--- config.mk ---
export PLATFORM = sky130hd
export DESIGN_NAME = fps_seq
export DESIGN_NICKNAME = d
export VERILOG_FILES = /design/src/fps_pkg.sv /design/src/fps_ramp.sv /design/src/fps_sync.sv /design/src/fps_seq.sv
export SDC_FILE = /design/constraint.sdc
export NUM_CORES = 1
export LEC_CHECK = 0
export BUFFER_PORTS_ARGS = -buffer_cell sky130_fd_sc_hd__buf_2
export CORE_ASPECT_RATIO = 1.25
export CORE_UTILIZATION = 55
export DETAILED_ROUTE_END_ITERATION = 10
export PLACE_DENSITY = 0.75
export SETUP_SLACK_MARGIN = 0.4
export SLEW_MARGIN = 30
export SYNTH_ARGS = -nofsm -noshare
export SYNTH_HDL_FRONTEND = slang
export SYNTH_SLANG_ARGS = --single-unit
--- constraint.sdc ---
create_clock -name clk_i -period 5.1 [get_ports clk_i]
set_clock_uncertainty 0.05 [all_clocks]
set_input_delay 0.51 -clock clk_i [delete_from_list [all_inputs] [get_ports clk_i]]
set_output_delay 0.51 -clock clk_i [all_outputs]
set_load 0.02 [all_outputs]
--- src/fps_pkg.sv ---
package fps_pkg;
    // Duty and level resolution
    localparam int LEVEL_W = 8;
    // PWM ramp width in bits, so a period is 256 clk_i cycles, one ramp step per cycle
    localparam int RAMP_W = 8;
    localparam logic [7:0] RAMP_MAX = 8'hff;
    // Sequencer interval lengths in PWM cycles
    localparam int CYC_W = 6;
    localparam logic [5:0] STARTUP_CYCLES = 6'h20;
    localparam logic [5:0] DIAG_CYCLES = 6'h03;
    localparam logic [5:0] MISS_CYCLES = 6'h20;
    // Control-range bounds as temperature-level codes
    localparam logic [7:0] CTRL_LO = 8'h40;
    localparam logic [7:0] CTRL_HI = 8'hc0;
    // Blanking window after drive turn-on, in clk_i cycles
    localparam logic [3:0] BLANK_CYCLES = 4'h4;
    // Wishbone register offsets (byte addresses)
    localparam logic [7:0] REG_CTRL = 8'h00;
    localparam logic [7:0] REG_STAT = 8'h04;
    localparam logic [7:0] REG_THR = 8'h08;
    // Control field positions and reset values
    localparam int CTRL_RUN_BIT = 0;
    localparam logic [31:0] CTRL_RESET = 32'h00000001;
    localparam logic [7:0] AUTOOFF_THR_RESET = 8'h60;
    localparam logic [7:0] AUTOOFF_HYST_RESET = 8'h08;
    localparam logic [7:0] HALT_THR_RESET = 8'h10;
    localparam logic [7:0] RELEASE_THR_RESET = 8'h18;

    typedef enum logic [6:0] {
        ST_HALT = 7'h01,
        ST_OFF = 7'h02,
        ST_START1 = 7'h04,
        ST_START2 = 7'h08,
        ST_RUN = 7'h10,
        ST_DIAG = 7'h20,
        ST_RETRY = 7'h40
    } fps_state_t;
endpackage

--- src/fps_ramp.sv ---
`timescale 1ns/1ps
`default_nettype none
module fps_ramp #(
    parameter int W = fps_pkg::RAMP_W
) (
    input wire logic clk_i,
    input wire logic rst_i,
    input wire logic ce_i,
    output logic [W-1:0] ramp_o,
    output logic period_end_o
);
    // Period strobe marks the last ramp step
    always_ff @(posedge clk_i) begin
        if (rst_i) begin
            ramp_o <= '0;
            period_end_o <= 1'b0;
        end else if (ce_i) begin
            ramp_o <= ramp_o + 1'b1;
            period_end_o <= (ramp_o == W'(fps_pkg::RAMP_MAX - 8'h01));
        end
    end
endmodule
`default_nettype wire

--- src/fps_sync.sv ---
`timescale 1ns/1ps
`default_nettype none
module fps_sync (
    input wire logic clk_i,
    input wire logic rst_i,
    input wire logic ce_i,
    input wire logic d_i,
    output logic q_o
);
    logic s1;
    logic s2;
    logic s3;
    // Change accepted only once stages two and three agree
    always_ff @(posedge clk_i) begin
        if (rst_i) begin
            s1 <= 1'b0;
            s2 <= 1'b0;
            s3 <= 1'b0;
            q_o <= 1'b0;
        end else if (ce_i) begin
            s1 <= d_i;
            s2 <= s1;
            s3 <= s2;
            if (s2 == s3) begin
                q_o <= s3;
            end
        end
    end
endmodule
`default_nettype wire

--- src/fps_seq.sv ---
// Added by the designer: the Wishbone interface to the registers and the register offsets.
`timescale 1ns/1ps
`default_nettype none
module fps_seq #(
    parameter int LW = fps_pkg::LEVEL_W
) (
    input wire logic clk_i,
    input wire logic rst_i,
    input wire logic ce_i,
    input wire logic [LW-1:0] temp_level_in_i,
    input wire logic fan_pulse_i,
    input wire logic [31:0] wb_adr_i,
    input wire logic [31:0] wb_dat_i,
    input wire logic [3:0] wb_sel_i,
    input wire logic wb_we_i,
    input wire logic wb_cyc_i,
    input wire logic wb_stb_i,
    output logic [31:0] wb_dat_o,
    output logic wb_ack_o,
    output logic fan_drive_out_o,
    output logic fault_n_o
);
    localparam int CW = fps_pkg::CYC_W;

    logic [fps_pkg::RAMP_W-1:0] ramp;
    logic period_end;
    logic pulse_lvl;
    logic pulse_d;
    logic pulse_raw;
    logic pulse;
    logic [3:0] blank_cnt;
    logic drive_d;
    logic [LW-1:0] level;
    logic level_vld;
    logic [LW-1:0] duty;
    logic [LW-1:0] next_duty;
    logic [CW-1:0] seq_cnt;
    logic [CW-1:0] miss_cnt;
    logic pulse_seen;
    logic halted;
    logic autooff;
    logic fault;
    logic run_en;
    logic [7:0] autooff_threshold;
    logic [7:0] autooff_hysteresis;
    logic [7:0] halt_threshold;
    logic [7:0] release_threshold;
    logic halt_cmp;
    logic release_cmp;
    logic off_enter_cmp;
    logic off_exit_cmp;
    logic full_on;
    logic pwm_on;
    fps_pkg::fps_state_t state;

    fps_ramp u_ramp (
        .clk_i(clk_i),
        .rst_i(rst_i),
        .ce_i(ce_i),
        .ramp_o(ramp),
        .period_end_o(period_end)
    );

    fps_sync u_sync (
        .clk_i(clk_i),
        .rst_i(rst_i),
        .ce_i(ce_i),
        .d_i(fan_pulse_i),
        .q_o(pulse_lvl)
    );

    // Linear duty map with clamping at both bounds
    function automatic logic [LW-1:0] map_duty(input logic [LW-1:0] lv);
        logic [LW+8:0] num;
        num = '0;
        if (lv <= LW'(fps_pkg::CTRL_LO)) begin
            map_duty = '0;
        end else if (lv >= LW'(fps_pkg::CTRL_HI)) begin
            map_duty = '1;
        end else begin
            num = (LW+9)'(lv - LW'(fps_pkg::CTRL_LO)) * (LW+9)'(255);
            map_duty = LW'(num / (LW+9)'(fps_pkg::CTRL_HI - fps_pkg::CTRL_LO));
        end
    endfunction

    // Level held one cycle so all comparisons see one sample
    always_ff @(posedge clk_i) begin
        if (rst_i) begin
            level <= '0;
        end else if (ce_i) begin
            level <= temp_level_in_i;
        end
    end

    // Reset leaves level at zero, below halt; flags wait for a real sample
    always_ff @(posedge clk_i) begin
        if (rst_i) begin
            level_vld <= 1'b0;
        end else if (ce_i) begin
            level_vld <= 1'b1;
        end
    end

    // Threshold comparisons as flags
    always_comb begin
        halt_cmp = (level < LW'(halt_threshold));
        release_cmp = (level > LW'(release_threshold));
        off_enter_cmp = (level < LW'(autooff_threshold));
        off_exit_cmp = ({1'b0, level} > ({1'b0, autooff_threshold} + {1'b0, autooff_hysteresis}));
        next_duty = map_duty(level);
    end

    // Pulse edge detection and blanking after turn-on
    always_ff @(posedge clk_i) begin
        if (rst_i) begin
            pulse_d <= 1'b0;
            drive_d <= 1'b0;
            blank_cnt <= '0;
        end else if (ce_i) begin
            pulse_d <= pulse_lvl;
            drive_d <= fan_drive_out_o;
            if (fan_drive_out_o && !drive_d) begin
                blank_cnt <= fps_pkg::BLANK_CYCLES;
            end else if (blank_cnt != '0) begin
                blank_cnt <= blank_cnt - 4'h1;
            end
        end
    end
    assign pulse_raw = pulse_lvl && !pulse_d;
    assign pulse = pulse_raw && (blank_cnt == '0);

    // Duty latched at each period boundary, so no mid-period glitches
    always_ff @(posedge clk_i) begin
        if (rst_i) begin
            duty <= '0;
        end else if (ce_i && period_end) begin
            duty <= next_duty;
        end
    end

    // Halt and auto-off mode flags
    always_ff @(posedge clk_i) begin
        if (rst_i) begin
            halted <= 1'b0;
            autooff <= 1'b0;
        end else if (ce_i && level_vld) begin
            if (halt_cmp || !run_en) begin
                halted <= 1'b1;
            end else if (release_cmp) begin
                halted <= 1'b0;
            end
            if (off_enter_cmp) begin
                autooff <= 1'b1;
            end else if (off_exit_cmp) begin
                autooff <= 1'b0;
            end
        end
    end

    // Sequencer
    always_ff @(posedge clk_i) begin
        if (rst_i) begin
            state <= fps_pkg::ST_START1;
            seq_cnt <= '0;
            miss_cnt <= '0;
            pulse_seen <= 1'b0;
            fault <= 1'b0;
        end else if (ce_i) begin
            if (halted) begin
                // Halt is a full reset, also of a latched fault
                state <= fps_pkg::ST_HALT;
                seq_cnt <= '0;
                miss_cnt <= '0;
                pulse_seen <= 1'b0;
                fault <= 1'b0;
            end else if (fault) begin
                state <= fps_pkg::ST_HALT;
            end else if (autooff || (state == fps_pkg::ST_HALT && !off_exit_cmp)) begin
                state <= fps_pkg::ST_OFF;
                seq_cnt <= '0;
                miss_cnt <= '0;
                pulse_seen <= 1'b0;
            end else begin
                case (state)
                    fps_pkg::ST_HALT, fps_pkg::ST_OFF: begin
                        state <= fps_pkg::ST_START1;
                        seq_cnt <= '0;
                    end
                    fps_pkg::ST_START1, fps_pkg::ST_START2, fps_pkg::ST_RETRY: begin
                        if (pulse) begin
                            state <= fps_pkg::ST_RUN;
                            miss_cnt <= '0;
                            seq_cnt <= '0;
                        end else if (period_end) begin
                            if (seq_cnt == fps_pkg::STARTUP_CYCLES - 6'h01) begin
                                seq_cnt <= '0;
                                if (state == fps_pkg::ST_START1) begin
                                    state <= fps_pkg::ST_START2;
                                end else begin
                                    fault <= 1'b1;
                                    state <= fps_pkg::ST_HALT;
                                end
                            end else begin
                                seq_cnt <= seq_cnt + 6'h01;
                            end
                        end
                    end
                    fps_pkg::ST_RUN: begin
                        // Pulse captured this period restarts the loop
                        if (pulse) begin
                            pulse_seen <= 1'b1;
                        end
                        if (period_end) begin
                            pulse_seen <= 1'b0;
                            if (pulse_seen || pulse) begin
                                miss_cnt <= '0;
                            end else if (miss_cnt == fps_pkg::MISS_CYCLES - 6'h01) begin
                                miss_cnt <= '0;
                                seq_cnt <= '0;
                                state <= fps_pkg::ST_DIAG;
                            end else begin
                                miss_cnt <= miss_cnt + 6'h01;
                            end
                        end
                    end
                    fps_pkg::ST_DIAG: begin
                        if (pulse) begin
                            state <= fps_pkg::ST_RUN;
                            miss_cnt <= '0;
                            seq_cnt <= '0;
                        end else if (period_end) begin
                            if (seq_cnt == fps_pkg::DIAG_CYCLES - 6'h01) begin
                                seq_cnt <= '0;
                                state <= fps_pkg::ST_RETRY;
                            end else begin
                                seq_cnt <= seq_cnt + 6'h01;
                            end
                        end
                    end
                    default: begin
                        state <= fps_pkg::ST_HALT;
                    end
                endcase
            end
        end
    end

    assign full_on = (state == fps_pkg::ST_START1) || (state == fps_pkg::ST_START2)
        || (state == fps_pkg::ST_DIAG) || (state == fps_pkg::ST_RETRY);
    assign pwm_on = (state == fps_pkg::ST_RUN) && (ramp < duty);

    // Outputs registered; drive off in halt, off and fault
    always_ff @(posedge clk_i) begin
        if (rst_i) begin
            fan_drive_out_o <= 1'b0;
            fault_n_o <= 1'b1;
        end else if (ce_i) begin
            fan_drive_out_o <= (full_on || pwm_on) && !fault && !halted && !autooff;
            fault_n_o <= !(fault && !halted);
        end
    end

    // Wishbone control and threshold registers
    always_ff @(posedge clk_i) begin
        if (rst_i) begin
            run_en <= fps_pkg::CTRL_RESET[fps_pkg::CTRL_RUN_BIT];
            autooff_threshold <= fps_pkg::AUTOOFF_THR_RESET;
            autooff_hysteresis <= fps_pkg::AUTOOFF_HYST_RESET;
            halt_threshold <= fps_pkg::HALT_THR_RESET;
            release_threshold <= fps_pkg::RELEASE_THR_RESET;
        end else if (ce_i && wb_cyc_i && wb_stb_i && wb_we_i && !wb_ack_o) begin
            if (wb_adr_i[7:0] == fps_pkg::REG_CTRL) begin
                if (wb_sel_i[0]) begin
                    run_en <= wb_dat_i[fps_pkg::CTRL_RUN_BIT];
                end
            end else if (wb_adr_i[7:0] == fps_pkg::REG_THR) begin
                if (wb_sel_i[0]) begin
                    autooff_threshold <= wb_dat_i[7:0];
                end
                if (wb_sel_i[1]) begin
                    autooff_hysteresis <= wb_dat_i[15:8];
                end
                if (wb_sel_i[2]) begin
                    halt_threshold <= wb_dat_i[23:16];
                end
                if (wb_sel_i[3]) begin
                    release_threshold <= wb_dat_i[31:24];
                end
            end
        end
    end

    // Ack one cycle after request; unmapped reads return zero
    always_ff @(posedge clk_i) begin
        if (rst_i) begin
            wb_ack_o <= 1'b0;
            wb_dat_o <= '0;
        end else if (ce_i) begin
            wb_ack_o <= wb_cyc_i && wb_stb_i && !wb_ack_o;
            if (wb_adr_i[7:0] == fps_pkg::REG_CTRL) begin
                wb_dat_o <= {31'h0, run_en};
            end else if (wb_adr_i[7:0] == fps_pkg::REG_STAT) begin
                wb_dat_o <= {8'h0, duty, 6'h0, fault, autooff, halted, state};
            end else if (wb_adr_i[7:0] == fps_pkg::REG_THR) begin
                wb_dat_o <= {release_threshold, halt_threshold,
                    autooff_hysteresis, autooff_threshold};
            end else begin
                wb_dat_o <= '0;
            end
        end
    end
endmodule
`default_nettype wire

* After elaboration in Yosys (flattened, before gate mapping)
Index checks and enable logic that the tools add are counted.
Storage, ports and cells: flip-flop bits (word level) 127, output and inout bits 35, logic and storage cells 190
Cells by class: bitwise gates (word level) 1, reduce and logical (&&, ||, !) cells 59, order comparisons 7, multiply operators 1, equality and inequality tests 28, add/subtract/negate cells 6, muxes and demuxes 60
Operators by type and width (number):
- 2-to-1 mux 6 bit | 19
- 2-to-1 mux 32 bit | 3
- 2-to-1 mux 7 bit | 12
- case mux 7 bit (4 select lines) | 1
- less-than comparator 8 bit | 3
- case mux 6 bit (4 select lines) | 1
- AND reduction 4 bit | 5
- 2-to-1 mux 1 bit | 18
- logical AND 1 bit | 17
- 2-to-1 mux 8 bit | 2
- AND reduction 8 bit | 2
- multiplier 9 x 9 -> 15 bit, second input constant | 1
- != test 5 x 4 -> 1 bit, second input constant | 3
- adder 6 x 1 -> 6 bit, second input constant | 2
- == test 6 x 5 -> 1 bit, second input constant | 2
- 2-to-1 mux 4 bit | 3
- != test 6 x 5 -> 1 bit, second input constant | 2
- != test 6 bit, second input constant | 2
- case mux 6 bit (2 select lines) | 1
- nonzero test 4 bit | 3
- != test 5 bit, second input constant | 2
- adder 8 x 8 -> 9 bit | 1
- > comparator 8 x 9 -> 1 bit | 1
- zero test 1 bit | 9
- 35 further kinds | 47

* Longest topological paths before layout
Gate-level depths: netlist of the first run.
depth after elaboration 10, mapped depth 17

* Cells and area by module
Synthesis of the first run repeated with hierarchy kept, for this count alone.
Second synthesis, totals: cells, all modules 999, area, all modules 8394.3 µm²
By module, submodules not included:
- fps_seq | instances 1, sequential area each 2282.2 µm², cells each 939, area each 7827.5 µm²
- fps_ramp | instances 1, sequential area each 180.2 µm², cells each 44, area each 395.4 µm²
- fps_sync | instances 1, sequential area each 80.1 µm², cells each 16, area each 171.4 µm²

* Worst setup path after synthesis of the first run
No wires, ideal clock.
path type register to register, from register level[6], to register duty[7], stages on the path, launching flop included 18, path buffers 0, slack 0.392 ns, required time 4.926 ns, data arrival time 4.535 ns, cells stage by stage dfxtp_1 inv_1 ha_1 xnor2_1 inv_1 fa_1 inv_1 fa_1 fa_1 inv_1 ha_1 a21o_1 a31o_2 a41o_1 o41a_1 a21oi_1 xor2_1 a211oi_1
On the way: cells in the longest elaborated chain, start to end 4, elaborated cells between the ends (all ways) 6, classes of those cells add/sub (1); mul (1); order compare (2); mux (2)
Ends and longest elaborated chain:
- start, declared | line fps_seq.sv:33 | logic [LW-1:0] level;
- start signal, assigned | line fps_seq.sv:91 | level <= temp_level_in_i;
- subtractor 8 x 7 -> 9 bit | line fps_seq.sv:81 | num = (LW+9)'(lv - LW'(fps_pkg::CTRL_LO)) * (LW+9)'(255);
- multiplier 9 x 9 -> 15 bit | line fps_seq.sv:81
- 2-to-1 mux 8 bit | line fps_seq.sv:78 | end else if (lv >= LW'(fps_pkg::CTRL_HI)) begin
- 2-to-1 mux 8 bit * | line fps_seq.sv:76 | if (lv <= LW'(fps_pkg::CTRL_LO)) begin
- end signal, assigned | line fps_seq.sv:137 | duty <= next_duty;
- end, declared | line fps_seq.sv:35 | logic [LW-1:0] duty;
Mark *: on every way between the ends. The rest lies on a longest branch, timed or not. A chain may end at the register's enable or synchronous reset.

* Worst setup path in the final report of the first run
Ends and elaborated chain as after synthesis.

==> results.json, run 1 <==
{
  "layout-drive-gt1-share_pct": 16.3,
  "fmax_mhz": 219,
  "multiInputGateArea_um2": 5320,
  "cts_buffers": 17,
  "synth_edf_count": 0,
  "setup_viol_count_final": 0,
  "drv_cap": 0,
  "dpl.hpwl_um": 15300,
  "clkSinkCount": 127,
  "slew_headroom_pct": 36.5,
  "total_power_uw": 3310,
  "drt_iter0_drc": 528,
  "tritoncts": "done",
  "critPathMaxFanout": 4,
  "worstHoldPathType": "input pin to flip-flop",
  "num_io_pins": 118,
  "grt_pass1_vias": 6936,
  "start_util_pct": 57.0,
  "tns_ns": 0,
  "startpoint_type": "flip-flop",
  "vias_per_cell": 5.74,
  "critPathCaptureType": "flip-flop",
  "drt_pass1_iterations": 8,
  "path_class": "flip-flop to flip-flop",
  "core.rowCount": 49,
  "antenna_found_initial": 0,
  "drcViolationCount": 4,
  "worst_pin_slew_ns": 0.953,
  "fin_area_um2": 9660,
  "clockBufferDepth": 2,
  "core_area_um2": 14600,
  "status": "complete, but fails checks",
  "fin_crit_ns": 4.56,
  "synthCells": 1004,
  "final_nets": 1290,
  "postCtsHoldBufs": 0,
  "worstHoldPathCells": 2,
  "htree_levels": 4,
  "drv_slew": 0,
  "yosysSeqAreaShare_pct": 30.6,
  "clockRootBuffer": "clkbuf_16",
  "most-common-layout-cells": "dfxtp_1 (121), nand2_1 (110), inv_1 (95)",
  "p_leak_uw": 0.00408,
  "area_growth_pct": 16.1,
  "finalWirelength_um": 21400,
  "num_antenna_cells": 0,
  "rr_endpoint": "duty[7]",
  "clkTransAtPathRegs_ns": 0.06,
  "place_area_um2": 8910,
  "gp_congestion": 0.919,
  "hold_start": "wb_dat_i[5]",
  "power.density_nw_per_um2": 343,
  "r2r_setup_slack_ns": 0.54,
  "nFillCells": 1244,
  "grt_max_degree": 96,
  "period_share_pct": 89.4,
  "register_area_um2": 2560,
  "track_usage_pct": 27.7,
  "ys_ff_latch": 127,
  "rsz0062_at_grt": "false",
  "ys_warn_count": 0,
  "finalHoldViolations": 0,
  "violations": "design-rule violations",
  "hold_path_end": "autooff_threshold[5]",
  "die_y_um": 140,
  "port_buffers": 93,
  "hold_slack_ns": 0.249,
  "synth_top_flop_cell": "dfxtp_1",
  "wire_per_inst_um": 16.7,
  "ir_worst_vdd_mv": 0.250,
  "synth_cell_types": 64,
  "layout_commonest_cell": "dfxtp_1",
  "reg2reg_depth": 17,
  "ant_nets": 0,
  "syn_area_per_cell_um2": 8.29,
  "die_w_um": 112,
  "gr-total-overflow": 0,
  "grt_pass1_wl_um": 34000,
  "synthArstFlopShare_pct": 0,
  "worstPathRequired_ns": 5.32,
  "cp.arrival_ns": 4.77,
  "synth_area_um2": 8320,
  "clock_latency_ns": 0.43,
  "vias": 7375,
  "worstReg2RegStart": "level[6]",
  "fp.dieArea_um2": 15600,
  "mappedNetlistNets": 1201
}
-- power breakdown --
part	internal, uW	total, uW	switching (uW)
Sequential	1030	1070	40.8
Combinational	542	1180	634
Clock	614	1070	457
-- logic make-up (layout without fill, tap and decap cells) --
group	Yosys count	in the layout	synth area share [%]
XOR/XNOR	28	28	2.95
buffers and inverters	147	249	7.20
AO/OA/AOI/OAI	212	212	15.8
multiplexers	27	27	3.25
flip-flops	127	127	30.6
AND/OR/NAND/NOR	349	349	20.1
adder cells (fa/ha/maj)	114	114	20.1
-- metal layers --
| metal | vias to the layer above | routed length [um] | track usage, % |
|---|---|---|---|
| li1 | 3636 | - | - |
| met1 | 3504 | 9040 | 34.1 |
| met2 | 193 | 10700 | 47.6 |
| met3 | 42 | 1030 | 5.05 |
| met4 | 0 | 609 | 10.9 |
| met5 | - | 0 | 0 |
-- layout make-up --
type,count,share of cell area [%]
tap,178,2.30
timing repair buffer,116,6.89
clock inverter,11,0.725
sequential,127,26.5
inverter,101,3.98
clock buffer,21,4.56
multi-input combinational,730,55.1
-- cells in the mapped netlist, types with 19 or more instances --
library cell / n / area [um2]
clkbuf_1: 36 / 135
a31oi_1: 19 / 119
nand3_1: 59 / 295
dfxtp_1: 127 / 2540
fa_1: 33 / 661
mux2i_1: 27 / 270
nand2_1: 110 / 413
ha_1: 81 / 1010
a21oi_1: 86 / 430
inv_1: 100 / 375
o21ai_0: 31 / 155
nor2_1: 81 / 304
-- worst max-delay path by stage --
stage               startpoint      end  slack, ns  depth (start not counted)
floorplan             level[7]  duty[7]       0.53                         17
global placement      level[7]  duty[7]       0.41                         17
detailed placement    level[7]  duty[7]       0.32                         17
CTS                   level[3]  duty[7]       0.43                         14
global route          level[6]  duty[7]       0.32                         17
finish                level[6]  duty[7]       0.54                         17
-- state kept, by name, summed over array words and instances (netlist names), 4 cells and up --
signal,flops
u_ramp.ramp_o,8
miss_cnt,6
level,8
autooff_threshold,8
wb_dat_o,32
state,7
seq_cnt,6
release_threshold,8
autooff_hysteresis,8
halt_threshold,8
blank_cnt,4
duty,8
-- what timing repair did --
action | in CTS | in global routing
endpoints found under the setup margin | 2 | 3
setup buffers | 0 | 9
resized for setup | 7 | 26
pin swaps | 1 | 16
-- per-stage QoR --
stage	cells	setup WS (ns)	utilization, %
6_report	1284	0.541	66.2
2_1_floorplan	1004	0.527	-
5_1_grt	1284	0.316	66.2
4_1_cts	1275	0.432	64.8
3_3_place_gp	1243	0.407	61.1
3_5_place_dp	1243	0.324	61.1
-- critical path, stage by stage (launching register included) --
cell and delay, ns:
dfxtp_4 0.37, inv_4 0.06, fa_2 0.55, inv_1 0.06, fa_1 0.48, inv_1 0.06
fa_1 0.52, inv_1 0.06, fa_1 0.54, inv_1 0.07, ha_4 0.15, and2_1 0.13
a31o_2 0.21, a41o_1 0.27, o41a_1 0.44, a21oi_2 0.15, xor2_1 0.15, a211oi_1 0.08
Power figures use the tool's default switching activity.
==> inputs of run 2 (changes only) <==
==> constraint.sdc (replaced) <==
create_clock -name clk_i -period 5.1 [get_ports clk_i]
set_clock_uncertainty 0.05 [all_clocks]
set_input_delay 0.255 -clock clk_i [delete_from_list [all_inputs] [get_ports clk_i]]
set_output_delay 0.255 -clock clk_i [all_outputs]
set_load 0.02 [all_outputs]
==> run 2 against run 1 <==
  * The flow still finishes with violations (design-rule violations)
  * Wire length shrank 0.63%
  * Cell area fell by 0.57%
  * Global-route usage is 0.39 points lower
  * Die area unchanged
  * Non-clock buffer count down 4
  * Final cell count down 0.39%
  * Critical path depth stayed put
  * Critical endpoint is now duty[6]
  * Largest cell class unchanged
==> results.json, run 2 (synthesized netlist as in run 1, its figures left out) <==
{
  "status": "complete, but fails checks",
  "violations": "design-rule violations",
  "critPathCaptureType": "flip-flop",
  "critPathMaxFanout": 4,
  "drt_pass1_iterations": 8,
  "hold_slack_ns": 0.0138,
  "tns_ns": 0,
  "drv_slew": 0,
  "power.density_nw_per_um2": 348,
  "worstPathRequired_ns": 5.33,
  "area_growth_pct": 15.5,
  "worst_pin_slew_ns": 0.820,
  "ant_nets": 0,
  "endpoint": "duty[6]",
  "gr-total-overflow": 0,
  "port_buffers": 93,
  "core.rowCount": 49,
  "wire_per_inst_um": 16.6,
  "tritoncts": "done",
  "rsz0062_at_grt": "false",
  "clkTransAtPathRegs_ns": 0.06,
  "die_y_um": 140,
  "grt_pass1_wl_um": 33700,
  "num_io_pins": 118,
  "most-common-layout-cells": "dfxtp_1 (123), nand2_1 (110), inv_1 (96)",
  "layout-drive-gt1-share_pct": 15.6,
  "num_antenna_cells": 0,
  "grtUsageMet2_pct": 46.6,
  "period_share_pct": 92.5,
  "finalHoldViolations": 0,
  "worstHoldPathType": "input pin to flip-flop",
  "drcViolationCount": 4,
  "finalWirelength_um": 21200,
  "slew_headroom_pct": 45.1,
  "fmax_mhz": 212,
  "drt_iter0_drc": 536,
  "htree_levels": 4,
  "grt_util_met1_pct": 34.0,
  "nFillCells": 1237,
  "regMostFlops": "wb_dat_o",
  "grt_pass1_vias": 6963,
  "clock_latency_ns": 0.43,
  "track_usage_pct": 27.3,
  "clockBufferDepth": 2,
  "die_w_um": 112,
  "timing.critical_path.from": "level[6]",
  "startpoint_type": "flip-flop",
  "final_nets": 1286,
  "rr_endpoint": "duty[6]",
  "gp_congestion": 0.935,
  "grt_use_met3_pct": 4.62,
  "dpl.hpwl_um": 15300,
  "layout_commonest_cell": "dfxtp_1",
  "setup_viol_count_final": 0,
  "vias": 7373,
  "fin_crit_ns": 4.72,
  "clockRootBuffer": "clkbuf_16",
  "antenna_found_initial": 0,
  "ir_worst_vdd_mv": 0.227,
  "path_class": "flip-flop to flip-flop",
  "core_area_um2": 14600,
  "cts_buffers": 17,
  "worstReg2RegStart": "level[6]",
  "top_usage_layer": "met2",
  "cp.arrival_ns": 4.95,
  "largest_reg_flops": 32,
  "grt_max_degree": 75,
  "r2r_setup_slack_ns": 0.38,
  "drv_cap": 0,
  "start_util_pct": 57.0,
  "vias_per_cell": 5.76,
  "p_leak_uw": 0.00406,
  "reg2reg_depth": 17,
  "total_power_uw": 3340,
  "clkSinkCount": 127,
  "fp.dieArea_um2": 15600
}
## run 2: worst min-delay path by stage
stage                  startpoint                    to  slack, ns  depth (start not counted)
2_1_floorplan         wb_dat_i[5]  autooff_threshold[5]       0.32                          1
3_3_place_gp            level_vld             level_vld       0.40                          2
3_5_place_dp         wb_dat_o[11]          wb_dat_o[11]       0.40                          2
4_1_cts        temp_level_in_i[1]              level[1]      0.005                          3
5_1_grt               wb_dat_i[6]  autooff_threshold[6]       0.02                          2
6_report             wb_dat_i[27]  release_threshold[3]       0.01                          3
## run 2: layer usage
layer | part of all wire (%) | up-vias
met2 | 49 | 188
met5 | 0 | -
met1 | 43 | 3508
li1 | - | 3635
met4 | 2.8 | 0
met3 | 4.4 | 42
## run 2: what timing repair did
action | 4_1_cts | 5_1_grt
hold endpoints to repair | 1 | 0
hold buffers | 1 | 0
resized for setup | 4 | 18
pin swaps | 0 | 10
gates cloned | 0 | 0
endpoints found under the setup margin | 1 | 3
setup buffers | 0 | 4
## run 2: metrics by stage
step                      util [%]  area [um2]  instances  setup WS [ns]
after floorplan                  -        8320       1004          0.527
after detailed placement      61.1        8910       1243          0.389
after CTS                     64.9        9460       1275          0.422
after global placement        61.1        8910       1243          0.393
final                         65.8        9610       1279          0.384
after global routing          65.8        9610       1279          0.255
## run 2: worst max-delay path, stage by stage (launching register included)
cell and delay [ns]:
dfxtp_2 0.36, clkinvlp_4 0.18, fa_2 0.61, inv_1 0.05
fa_1 0.49, inv_1 0.07, fa_1 0.43, inv_1 0.10
fa_1 0.43, inv_1 0.12, ha_4 0.23, and2_1 0.16
a31o_2 0.21, a41o_1 0.25, o41a_1 0.42, xor2_1 0.15
o21ai_0 0.15, a21oi_1 0.09
## run 2: power breakdown
group	internal (uW)	total (uW)	leakage, uW	switching [uW]
sequential	1030	1070	0.00103	40.7
clock	637	1090	0.000253	451
combinational	541	1190	0.00278	648
total	2200	3340	0.00406	1140
## run 2: layout make-up
type | count | area [um2] | share of cell area, %
multi-input combinational | 730 | 5310 | 55.2
sequential | 127 | 2550 | 26.6
timing repair buffer | 112 | 617 | 6.42
clock buffer | 20 | 457 | 4.75
inverter | 101 | 383 | 3.98
tap | 178 | 223 | 2.32
clock inverter | 11 | 68.8 | 0.716
